**src/design/sms_pkg.sv**
```systemverilog
/*
 * Shared constants and types of the multi-slave serial master.
 * Assumes a single 250 MHz core clock and a synchronous active-high reset.
 */
package sms_pkg;
    localparam int SMS_SLAVES        = 2;
    localparam int SMS_WORD_MAX      = 16;
    localparam int SMS_BITS_W        = 5;
    localparam int SMS_WPS_W         = 6;
    localparam int SMS_FIFO_WIDTH    = 16;
    localparam int SMS_FIFO_DEPTH    = 32;
    localparam int SMS_RX_DEPTH      = 32;
    localparam int SMS_DIV_W         = 16;
    localparam int SMS_EDGE_W        = 6;
    localparam int SMS_CLK_PERIOD_NS = 4;
    localparam logic [15:0] SMS_SR_RESET = 16'h0000;
    localparam logic [4:0]  SMS_BITS_MIN = 5'h01;
    localparam logic [4:0]  SMS_BITS_MAX = 5'h10;

    typedef enum logic [1:0] {
        SMS_IDLE  = 2'b00,
        SMS_LOAD  = 2'b01,
        SMS_SHIFT = 2'b10,
        SMS_END   = 2'b11
    } sms_state_t;
endpackage

```
**src/design/sms_word_if.sv**
```systemverilog
/*
 * Valid/ready word carrier between the master and its FIFO and receive memory.
 * Assumes both ends run on the same clock.
 */
interface sms_word_if #(
    parameter int W = 16
);
    logic         valid;
    logic         ready;
    logic [W-1:0] data;

    modport src (output valid, output data, input  ready);
    modport snk (input  valid, input  data, output ready);
endinterface

```
**src/design/sms_master.sv**
```systemverilog
/*
 * Serial master serving several slaves, one slave packet per execution step.
 * Assumes step pulses come from logic on clk; the slave data input is asynchronous.
 */
// What this block does
// - Words of 1 to 16 bits are shifted out and in as bit streams.
// - One master, one or more slaves; only the master starts transfers.
// - The master makes the shift clock, the configured pulse count per step.
// - Chip-selects are active low; low selects that slave.
// - Data is driven on one shift-clock edge and sampled on the opposite one.
// - With phase 1, data is presented half a clock before the transition.
// - One slave per step, slaves visited in order, cycling forever.
// - In a step the current slave is selected and its packet exchanged.
// - Transmit words arrive as one stream concatenated in slave order.
// - Received words form one vector concatenated in slave order.
// - Valid goes to 1 once data has been sent to all slaves.
// - Overrun goes to 1 when a step starts before the last transfer ended.
// - Polarity sets the idle level of the shift clock.
// - Words per step are configured separately for each slave.
module sms_master #(
    parameter int NS       = sms_pkg::SMS_SLAVES,
    parameter int WPS_W    = sms_pkg::SMS_WPS_W,
    parameter int FIFO_D   = sms_pkg::SMS_FIFO_DEPTH,
    parameter int RX_DEPTH = sms_pkg::SMS_RX_DEPTH
) (
    input  wire logic                                 clk,
    input  wire logic                                 reset,
    input  wire logic                                 step,
    input  wire logic                                 cpol,
    input  wire logic                                 cpha,
    input  wire logic [sms_pkg::SMS_BITS_W-1:0]       bits_per_word,
    input  wire logic [sms_pkg::SMS_DIV_W-1:0]        clk_half,
    input  wire logic [NS-1:0][WPS_W-1:0]             words_per_slave,
    input  wire logic                                 tx_valid,
    input  wire logic [sms_pkg::SMS_WORD_MAX-1:0]     tx_data,
    output logic                                      tx_ready,
    input  wire logic [$clog2(RX_DEPTH)-1:0]          rx_rd_addr,
    output logic      [sms_pkg::SMS_WORD_MAX-1:0]     rx_rd_data,
    output logic                                      shift_clock,
    output logic                                      serial_out_to_slave,
    input  wire logic                                 serial_in_from_slave,
    output logic      [NS-1:0]                        slave_select_n,
    output logic                                      busy,
    output logic                                      valid,
    output logic                                      overrun
);
    localparam int WM = sms_pkg::SMS_WORD_MAX;
    localparam int CW = (NS > 1) ? $clog2(NS) : 1;
    localparam int AW = $clog2(RX_DEPTH);
    localparam int EW = sms_pkg::SMS_EDGE_W;
    localparam int DW = sms_pkg::SMS_DIV_W;

    typedef struct packed {
        logic                miso_meta;
        logic                miso;
        sms_pkg::sms_state_t st;
        logic [CW-1:0]       cur;
        logic [WPS_W-1:0]    words_left;
        logic [WM-1:0]       tx_sr;
        logic [WM-1:0]       rx_sr;
        logic [EW-1:0]       edges;
        logic [DW-1:0]       div;
        logic                sclk;
        logic                mosi;
        logic [NS-1:0]       cs_n;
        logic                valid;
        logic                overrun;
        logic                busy;
        logic [AW-1:0]       rx_ptr;
        logic                wr_en;
        logic [AW+WM-1:0]    wr_word;
    } sms_master_state_t;

    sms_master_state_t s;
    sms_master_state_t next_s;

    sms_word_if #(.W(WM))      tx_if ();
    sms_word_if #(.W(AW + WM)) rx_if ();

    logic [4:0]      bits;
    logic [DW-1:0]   half_m1;
    logic            div_hit;
    logic            sample_edge;
    logic [WM-1:0]   rx_new;
    logic [WM-1:0]   tx_aligned;
    logic [EW-1:0]   edges_total;

    sms_fifo #(
        .W     (WM),
        .DEPTH (FIFO_D)
    ) u_fifo (
        .clk      (clk),
        .reset    (reset),
        .in_valid (tx_valid),
        .in_data  (tx_data),
        .in_ready (tx_ready),
        .out      (tx_if.src)
    );

    sms_rx_mem #(
        .W     (WM),
        .DEPTH (RX_DEPTH)
    ) u_rx_mem (
        .clk     (clk),
        .reset   (reset),
        .wr      (rx_if.snk),
        .rd_addr (rx_rd_addr),
        .rd_data (rx_rd_data)
    );

    // Out-of-range word lengths are clamped so a bad setting cannot hang the shifter.
    always_comb begin
        if (bits_per_word < sms_pkg::SMS_BITS_MIN) begin
            bits = sms_pkg::SMS_BITS_MIN;
        end else if (bits_per_word > sms_pkg::SMS_BITS_MAX) begin
            bits = sms_pkg::SMS_BITS_MAX;
        end else begin
            bits = bits_per_word;
        end
    end

    assign half_m1     = (clk_half == '0) ? '0 : clk_half - 1'b1;
    assign div_hit     = (s.div == half_m1);
    assign edges_total = EW'({bits, 1'b0});
    assign tx_aligned  = tx_if.data << (5'(WM) - bits);
    assign sample_edge = (s.st == sms_pkg::SMS_SHIFT) && div_hit && (s.edges[0] == !cpha);
    assign rx_new      = {s.rx_sr[WM-2:0], s.miso};

    always_comb begin
        next_s           = s;
        next_s.miso_meta = serial_in_from_slave;
        next_s.miso      = s.miso_meta;
        next_s.wr_en     = 1'b0;
        tx_if.ready      = 1'b0;
        case (s.st)
            sms_pkg::SMS_IDLE: begin
                next_s.sclk = cpol;
                next_s.div  = '0;
                if (step) begin
                    next_s.overrun    = 1'b0;
                    next_s.busy       = 1'b1;
                    next_s.cs_n       = ~(NS'(1) << s.cur);
                    next_s.words_left = words_per_slave[s.cur];
                    if (s.cur == '0) begin
                        next_s.rx_ptr = '0;
                    end
                    next_s.st = (words_per_slave[s.cur] == '0) ? sms_pkg::SMS_END : sms_pkg::SMS_LOAD;
                end
            end
            sms_pkg::SMS_LOAD: begin
                // Waiting here when the FIFO is dry stalls the link rather than sending junk.
                tx_if.ready = 1'b1;
                if (tx_if.valid) begin
                    next_s.tx_sr      = tx_aligned;
                    next_s.mosi       = tx_aligned[WM-1];
                    next_s.rx_sr      = sms_pkg::SMS_SR_RESET;
                    next_s.edges      = '0;
                    next_s.div        = '0;
                    next_s.words_left = s.words_left - 1'b1;
                    next_s.st         = sms_pkg::SMS_SHIFT;
                end
            end
            sms_pkg::SMS_SHIFT: begin
                next_s.div = div_hit ? '0 : s.div + 1'b1;
                if (div_hit) begin
                    next_s.sclk  = !s.sclk;
                    next_s.edges = s.edges + 1'b1;
                    if (sample_edge) begin
                        next_s.rx_sr = rx_new;
                    end else if (cpha || (s.edges != '0)) begin
                        next_s.tx_sr = s.tx_sr << 1;
                        next_s.mosi  = s.tx_sr[WM-2];
                    end
                    if (s.edges + 1'b1 == edges_total) begin
                        next_s.wr_en   = 1'b1;
                        next_s.wr_word = {s.rx_ptr, (sample_edge ? rx_new : s.rx_sr)};
                        next_s.rx_ptr  = s.rx_ptr + 1'b1;
                        next_s.st      = (s.words_left == '0) ? sms_pkg::SMS_END : sms_pkg::SMS_LOAD;
                    end
                end
            end
            sms_pkg::SMS_END: begin
                next_s.div = div_hit ? '0 : s.div + 1'b1;
                if (div_hit) begin
                    next_s.cs_n = '1;
                    next_s.busy = 1'b0;
                    next_s.st   = sms_pkg::SMS_IDLE;
                    if (s.cur == CW'(NS - 1)) begin
                        next_s.cur   = '0;
                        next_s.valid = 1'b1;
                    end else begin
                        next_s.cur = s.cur + 1'b1;
                    end
                end
            end
            default: begin
                next_s.st = sms_pkg::SMS_IDLE;
            end
        endcase
        // A step arriving mid-transfer is dropped and flagged.
        if (step && (s.st != sms_pkg::SMS_IDLE)) begin
            next_s.overrun = 1'b1;
        end
    end

    always_ff @(posedge clk) begin
        if (reset) begin
            s      <= '0;
            s.cs_n <= '1;
            s.st   <= sms_pkg::SMS_IDLE;
        end else begin
            s <= next_s;
        end
    end

    assign rx_if.valid         = s.wr_en;
    assign rx_if.data          = s.wr_word;
    assign shift_clock         = s.sclk;
    assign serial_out_to_slave = s.mosi;
    assign slave_select_n      = s.cs_n;
    assign busy                = s.busy;
    assign valid               = s.valid;
    assign overrun             = s.overrun;
endmodule // sms_master

```
**src/design/sms_fifo.sv**
```systemverilog
/*
 * Transmit word FIFO with valid and ready on both sides.
 * Assumes DEPTH is a power of two; full and empty come from registers.
 */
module sms_fifo #(
    parameter int W     = 16,
    parameter int DEPTH = 32
) (
    input  wire logic          clk,
    input  wire logic          reset,
    input  wire logic          in_valid,
    input  wire logic [W-1:0]  in_data,
    output logic               in_ready,
    sms_word_if.src            out
);
    localparam int PW = $clog2(DEPTH);
    localparam int CW = $clog2(DEPTH + 1);

    typedef struct packed {
        logic [DEPTH-1:0][W-1:0] mem;
        logic [PW-1:0]           wp;
        logic [PW-1:0]           rp;
        logic [CW-1:0]           count;
        logic                    not_full;
        logic                    not_empty;
    } sms_fifo_state_t;

    sms_fifo_state_t s;
    sms_fifo_state_t next_s;
    logic            push;
    logic            pop;

    always_comb begin
        next_s = s;
        push   = in_valid && s.not_full;
        pop    = s.not_empty && out.ready;
        if (push) begin
            next_s.mem[s.wp] = in_data;
            next_s.wp        = s.wp + 1'b1;
        end
        if (pop) begin
            next_s.rp = s.rp + 1'b1;
        end
        next_s.count     = s.count + CW'(push) - CW'(pop);
        next_s.not_full  = (next_s.count != CW'(DEPTH));
        next_s.not_empty = (next_s.count != '0);
    end

    always_ff @(posedge clk) begin
        if (reset) begin
            s          <= '0;
            s.not_full <= 1'b1;
        end else begin
            s <= next_s;
        end
    end

    assign in_ready  = s.not_full;
    assign out.valid = s.not_empty;
    assign out.data  = s.mem[s.rp];
endmodule // sms_fifo

```
**src/design/sms_rx_mem.sv**
```systemverilog
/*
 * Receive vector memory: one word per position of the concatenated vector.
 * Assumes write words carry the address above the data bits; read data is registered.
 */
module sms_rx_mem #(
    parameter int W     = 16,
    parameter int DEPTH = 32
) (
    input  wire logic                     clk,
    input  wire logic                     reset,
    sms_word_if.snk                       wr,
    input  wire logic [$clog2(DEPTH)-1:0] rd_addr,
    output logic      [W-1:0]             rd_data
);
    localparam int AW = $clog2(DEPTH);

    typedef struct packed {
        logic [DEPTH-1:0][W-1:0] mem;
        logic [W-1:0]            rd;
    } sms_mem_state_t;

    sms_mem_state_t s;
    sms_mem_state_t next_s;

    always_comb begin
        next_s    = s;
        next_s.rd = s.mem[rd_addr];
        if (wr.valid) begin
            next_s.mem[wr.data[W+AW-1:W]] = wr.data[W-1:0];
        end
    end

    always_ff @(posedge clk) begin
        if (reset) begin
            s <= '0;
        end else begin
            s <= next_s;
        end
    end

    assign wr.ready = 1'b1;
    assign rd_data  = s.rd;
endmodule // sms_rx_mem

```
**config.mk**
```make
export PLATFORM = sky130hd
export DESIGN_NAME = sms_master
export DESIGN_NICKNAME = d
export VERILOG_FILES = /design/src/design/sms_pkg.sv /design/src/design/sms_word_if.sv /design/src/design/sms_master.sv /design/src/design/sms_fifo.sv /design/src/design/sms_rx_mem.sv
export SDC_FILE = /design/constraint.sdc
export NUM_CORES = 2
export LEC_CHECK = 0
export ABC_CLOCK_PERIOD_IN_PS = 5000
export BUFFER_PORTS_ARGS = -buffer_cell sky130_fd_sc_hd__buf_2
export CELL_PAD_IN_SITES_DETAIL_PLACEMENT = 1
export CELL_PAD_IN_SITES_GLOBAL_PLACEMENT = 1
export CORE_AREA = 2 2 329 331
export CTS_CLUSTER_DIAMETER = 30
export DETAILED_ROUTE_END_ITERATION = 10
export DIE_AREA = 0 0 331 333
export PLACE_DENSITY_LB_ADDON = 0.3
export RECOVER_POWER = 50
export SKIP_LAST_GASP = 1
export SYNTH_ARGS = -nofsm -noshare
export SYNTH_HDL_FRONTEND = slang
export SYNTH_SLANG_ARGS = --single-unit
```
**constraint.sdc**
```tcl
create_clock -name clk -period 5 [get_ports clk]
set_clock_uncertainty 0.15 [all_clocks]
set_input_delay 0.75 -clock clk [delete_from_list [all_inputs] [get_ports clk]]
set_output_delay 0.75 -clock clk [all_outputs]
set_load 0.01 [all_outputs]
```
[Word level (Yosys, flattened, before mapping)]
Cells that the tools add are included.
Cells by class
  add/sub/neg operators: 11
  magnitude comparators: 9
  equality and inequality tests: 15
  shift operators: 2
  mux-type cells: 54
  bitwise logic cells: 3
  reductions and logical operators: 36
Operators by type and width (number)
  512-bit bitwise mux: 2
  16-bit binary-select mux with 5-bit select: 2
  16-bit demux with 5-bit select: 2
  16-bit two-way mux: 7
  37-bit case mux with 2 select lines: 1
  60-bit two-way mux: 1
  27-bit two-way mux: 2
  16-bit case mux with 3 select lines: 1
  37-bit two-way mux: 1
  15-bit two-way mux: 2
  5-bit by 6-bit less-than comparator with 1-bit output, second input constant: 4
  6-bit two-way mux: 3
  16-bit by 1-bit adder with 16-bit output, second input constant: 1
  16-bit equality test: 1
  16-bit zero test: 1
  2-bit two-way mux: 8
  16-bit by 5-bit left shift with 16-bit output: 1
  16-bit by 1-bit subtractor with 16-bit output, second input constant: 1
  5-bit by 1-bit adder with 5-bit output, second input constant: 3
  5-bit two-way mux: 3
  3-bit AND reduction: 5
  5-bit AND reduction: 3
  2-bit nonzero test: 7
  6-bit zero test: 2
  other kinds (36): 66
Word-level totals
  flip-flop bits (word level): 1156
  input port bits: 61
  output and inout port bits: 24
  word-level logic and storage cells: 218

[Longest topological paths before layout]
  depth in word-level cells: 9
  gate-level depth with buffers: 17
  depth with buffers taken out: 15

[Hierarchy]
A second synthesis with hierarchy kept.
Second synthesis, totals
  cells, all modules: 6101
  area total of the unflattened synthesis: 52008.6 um^2
By module, submodules not included
  sms_rx_mem: instances 1, cells an instance 2666, area each 23084.6 um^2
  sms_fifo: instances 1, cells an instance 2686, area each 22831.9 um^2
  sms_master: instances 1, cells an instance 749, area each 6092.1 um^2

[Least setup slack after synthesis]
Ideal clock, no wire load.
  path kind: input port to flip-flop
  from: input clk_half[0] in the netlist's numbering
  to: register s (netlist bit rx_if.data[10])
  library setup time: 132 ps
  arrival time: 3958 ps
  data required time: 4718 ps
  path slack: 760 ps
  stages: 13
  cell sequence: inv_1 > ha_1 > or3b_2 > or4_1 > xnor2_1 > or4_1 > a21boi_0 > nand4_1 > buf_2 > nor4_4 > buf_6 > mux2i_1 > nor3_1
Between the ends
  longest elaborated chain between the ends: 6
Ends and longest elaborated chain
  from (decl): RTL line sms_master.sv:32  | input wire logic [sms_pkg::SMS_DIV_W-1:0] clk_half,
  16-bit by 1-bit subtractor with 16-bit output / 16-bit zero test (equally long branches): RTL line sms_master.sv:122  | assign half_m1 = (clk_half == '0) ? '0 : clk_half - 1'b1;
  16-bit two-way mux (*): RTL line sms_master.sv:122
  16-bit equality test (*): RTL line sms_master.sv:123  | assign div_hit = (s.div == half_m1);
  1-bit logical AND (2 in a row): RTL line sms_master.sv:126  | assign sample_edge = (s.st == sms_pkg::SMS_SHIFT) && div_hit && (s.edges[0] == !cpha);
  16-bit two-way mux
  to (signal assigned): RTL line sms_master.sv:212  | s <= next_s;
  to (decl): RTL line sms_master.sv:74  | sms_master_state_t s;
Every way passes the cells marked *; elsewhere a longest branch is shown, timed or not.
A chain may end at the register's enable or synchronous reset.

[Final worst setup path]
  from: input reset
  to: register u_rx_mem.s (netlist bit u_rx_mem.rd_data[5])
RTL lines
  from (decl): RTL line sms_master.sv:27  | input wire logic reset,
  to (signal assigned): RTL line sms_rx_mem.sv:37  | s <= next_s;
  to (decl): RTL line sms_rx_mem.sv:22  | sms_mem_state_t s;
No word-level cell between the ends.

==> qor.yml <==
logic_synthesis:
  ys_seq_area_share_pct: 45.4
  yosysWarnings: 0
  netlist_top_cells_count: "2165 x nand2_1, 1156 x dfxtp_1, 1066 x a21oi_1, 457 x clkbuf_1, 245 x mux4_2"
  netlist_area_sq_um: 50900
  synth_edf_count: 0
  ys_seq_elements: 1156
  synth.distinct_cells: 72
  synth_top_area_share_pct: 45.4
  yosys_most_used_dff: "dfxtp_1"
  yosysMostFrequentCell: "nand2_1"
  syn_area_per_cell_sq_um: 8.31
  yosys.area.top_type: "dfxtp_1"
  yosys-top-cells-area: "dfxtp_1 45%, nand2_1 16%, mux4_2 11%"
  netlist_instances: 6130
  synth_nets: 6210
  async_reset_ff_share_pct: 0
power:
  clock_power_share_pct: 59.0
  p_comb_share_pct: 6.8
  p_leak_nw: 19.9
  p_total_mw: 27.8
  switchingPower_mw: 6.84
  p_int_mw: 21.0
  powerDensity_nw_per_um2: 459
  seqPwrFrac_pct: 34.2
  switching_share_pct: 24.6
  irDropWorstVdd_mv: 0.337
worst_setup_path:
  end_kind: "register"
  crit_family: "buffers and inverters"
  crit_type: "input pin to register"
  required_ns: 5.43
  arrival_ns: 4.94
  cpPeakStageDelay_ns: 2.08
  crit_path_max_fanout: 125
  cp-start-kind: "input pin"
  cp_slowest_cell: "clkbuf_2"
  critPathBufInv: 2
  critPathMostFrequentCell: "clkbuf_2"
  cp_cell_sequence: "clkbuf_2 -> clkbuf_2 -> nor2_1"
global_route:
  grt_pass1_wl_um: 297000
  overflow: 0
  grt_pass1_vias: 50477
  grt_max_degree: 141
  grtUsageTotal_pct: 34.7
  antenna_found_initial: 4
route:
  drtPass1Iterations: 7
  drtIter0Drc: 3640
  detail_route.drc_violations: 0
  drt-total-wl_um: 194000
  wl_per_cell_um: 25.2
  num_vias: 47366
  ant_nets: 0
  via_per_inst: 6.15
job:
  cap_violations: 8
die:
  fp-row-count: 120
  fp.coreArea_sq_um: 107000
  dieHeight_um: 333
  start_util_pct: 47.8
  dieArea_sq_um: 110000
  die_w_um: 331
  ios: 85
sta:
  max_freq_ghz: 0.222
  worst_slew_pin_slew_ns: 3.12
  slew_viol_final: 650
  rsz0062_at_grt: "false"
  final_hold_viol_count: 0
  final-setup-viol-count: 0
  min_period_over_period_pct: 90.2
  maxSlewHeadroom_pct: -108
  setup_tns_ns: 0
  min_period_ns: 4.51
clock_network:
  clk_pin_slew_ns: 0.04
  cts_tree: "yes"
  clk_latency_ns: 0.82
  h-tree-depth: 4
  clk_path_buf_depth: 3
  cts-root-buf: "clkbuf_16"
  cts_sinks: 1156
  cts_buffers: 240
layout:
  syn_to_final_growth_pct: 19.2
  nets: 6169
  drive_gt1_share_pct: 14.6
  fillers: 12249
  utilization_pct: 56.9
status:
  violations: "max-capacitance violations, max-slew violations"
  status: "finished with violations"
placement:
  port_buffers: 84
  place_hpwl_um: 112000
  place.gp.congestion: 0.951
hold_path:
  hold_class: "input pin to register"
## worst paths after layout
kind | start | endpoint | slack, ns | cells after the start
min reg2reg | u_fifo.s[507] | u_fifo.s[507] | 0.30 | 2
max reg2reg | u_fifo.s[8] | s[83] | 0.51 | 10
max | reset | u_rx_mem.rd_data[5] | 0.49 | 3
min | step | overrun | 0.12 | 3
## cell families (layout without fill, tap and decap cells)
| kind of cell | Yosys count | after routing | synth area share (%) |
|---|---|---|---|
| buf+inv | 561 | 733 | 4.37 |
| xor+xnor | 56 | 56 | 0.990 |
| fa+ha+maj | 19 | 19 | 0.482 |
| mux | 408 | 408 | 14.1 |
| flops | 1156 | 1156 | 45.4 |
| other cells | 0 | 1 | 0 |
| compound gates | 1282 | 1282 | 13.6 |
| simple gates | 2648 | 2648 | 21.0 |
## timing repair
action / 4_1_cts / 5_1_grt
hold endpoints to repair: 1 / 0
setup buffers: 0 / 0
hold buffers: 1 / 0
setup endpoints to repair: 0 / 0
resized for setup: 0 / 0
## cell usage in the layout, fill, tap and decap left out, drive strengths merged, types with 10 or more instances in the layout
cell type  instances
ha                18
nor2             204
inv               43
nor3b             13
a21oi           1066
or3               12
dfxtp           1156
nor3              58
o22ai             14
o221ai            16
clkinvlp          22
nand3b            42
bufinv            29
a221oi            18
buf              203
o21ai             53
a22o              18
xnor2             33
a22oi             23
nand2b            24
mux4             245
and3              10
xor2              22
nand3             27
nor2b             13
clkbuf           375
clkinv            60
nand2           2165
nor4              29
a211oi            17
mux2i            154
a2111oi           12
## area by class of cell
class                      instances  area [sq um]  share of cell area [%]
antenna                            1          2.50                 0.00412
multi-input combinational       4413         25600                    42.2
clock inverter                   125          1560                    2.57
tap                             1403          1760                    2.89
clock buffer                     330          6850                    11.3
inverter                          29           109                   0.179
timing repair buffer             249          1680                    2.76
sequential                      1156         23200                    38.1
## state kept, by name, summed over array words and instances (netlist names)
| signal | cells |
|---|---|
| slave_select_n | 2 |
| u_fifo.in_ready | 1 |
| u_rx_mem.s | 512 |
| overrun | 1 |
| busy | 1 |
| rx_new | 16 |
| u_rx_mem.rd_data | 16 |
| u_fifo.out.valid | 1 |
| rx_if.valid | 1 |
| shift_clock | 1 |
| valid | 1 |
| next_s | 1 |
| rx_if.data | 21 |
| s | 52 |
| u_fifo.s | 528 |
| serial_out_to_slave | 1 |
## worst reg2reg max path: stages, from the launching register on
cell	delay, ns
dfxtp_4	0.88
buf_12	0.35
mux2i_1	0.25
o22ai_1	0.16
a211oi_1	0.75
a22o_1	0.31
o21ai_0	0.27
mux2i_1	0.42
o22ai_1	0.14
a2111oi_0	0.52
nor3_1	0.10
## metrics by stage
| step | cell area (sq um) | instances | setup WS, ns | hold slack (ns) |
|---|---|---|---|---|
| floorplan | 50900 | 6130 | 0.760 | 0.264 |
| global placement | 52400 | 7249 | 0.542 | 0.288 |
| detailed placement | 52400 | 7249 | 0.489 | 0.295 |
| CTS | 60900 | 7705 | 0.671 | 0.0989 |
| global route | 60700 | 7705 | 0.277 | 0.136 |
| finish | 60700 | 7706 | 0.492 | 0.119 |
## routing by layer
metal | vias up | track usage, % | wire (um)
li1 | 20801 | - | -
met1 | 23926 | 40.9 | 73300
met2 | 2023 | 58.2 | 94800
met3 | 612 | 6.76 | 14300
met4 | 4 | 20.7 | 11900
met5 | - | 0 | 32
## power by group through the flow
| stage | logic [mW] | clock network, mW | registers, mW |
|---|---|---|---|
| final | 1.89 | 16.4 | 9.51 |
| after global routing | 2.01 | 17.0 | 9.52 |
| after global placement | 1.80 | 0 | 9.68 |
| after floorplan | 1.28 | 0 | 9.60 |
| after CTS | 1.87 | 16.5 | 9.51 |
| after detailed placement | 1.84 | 0 | 9.68 |
Power figures use the tool's default switching activity.
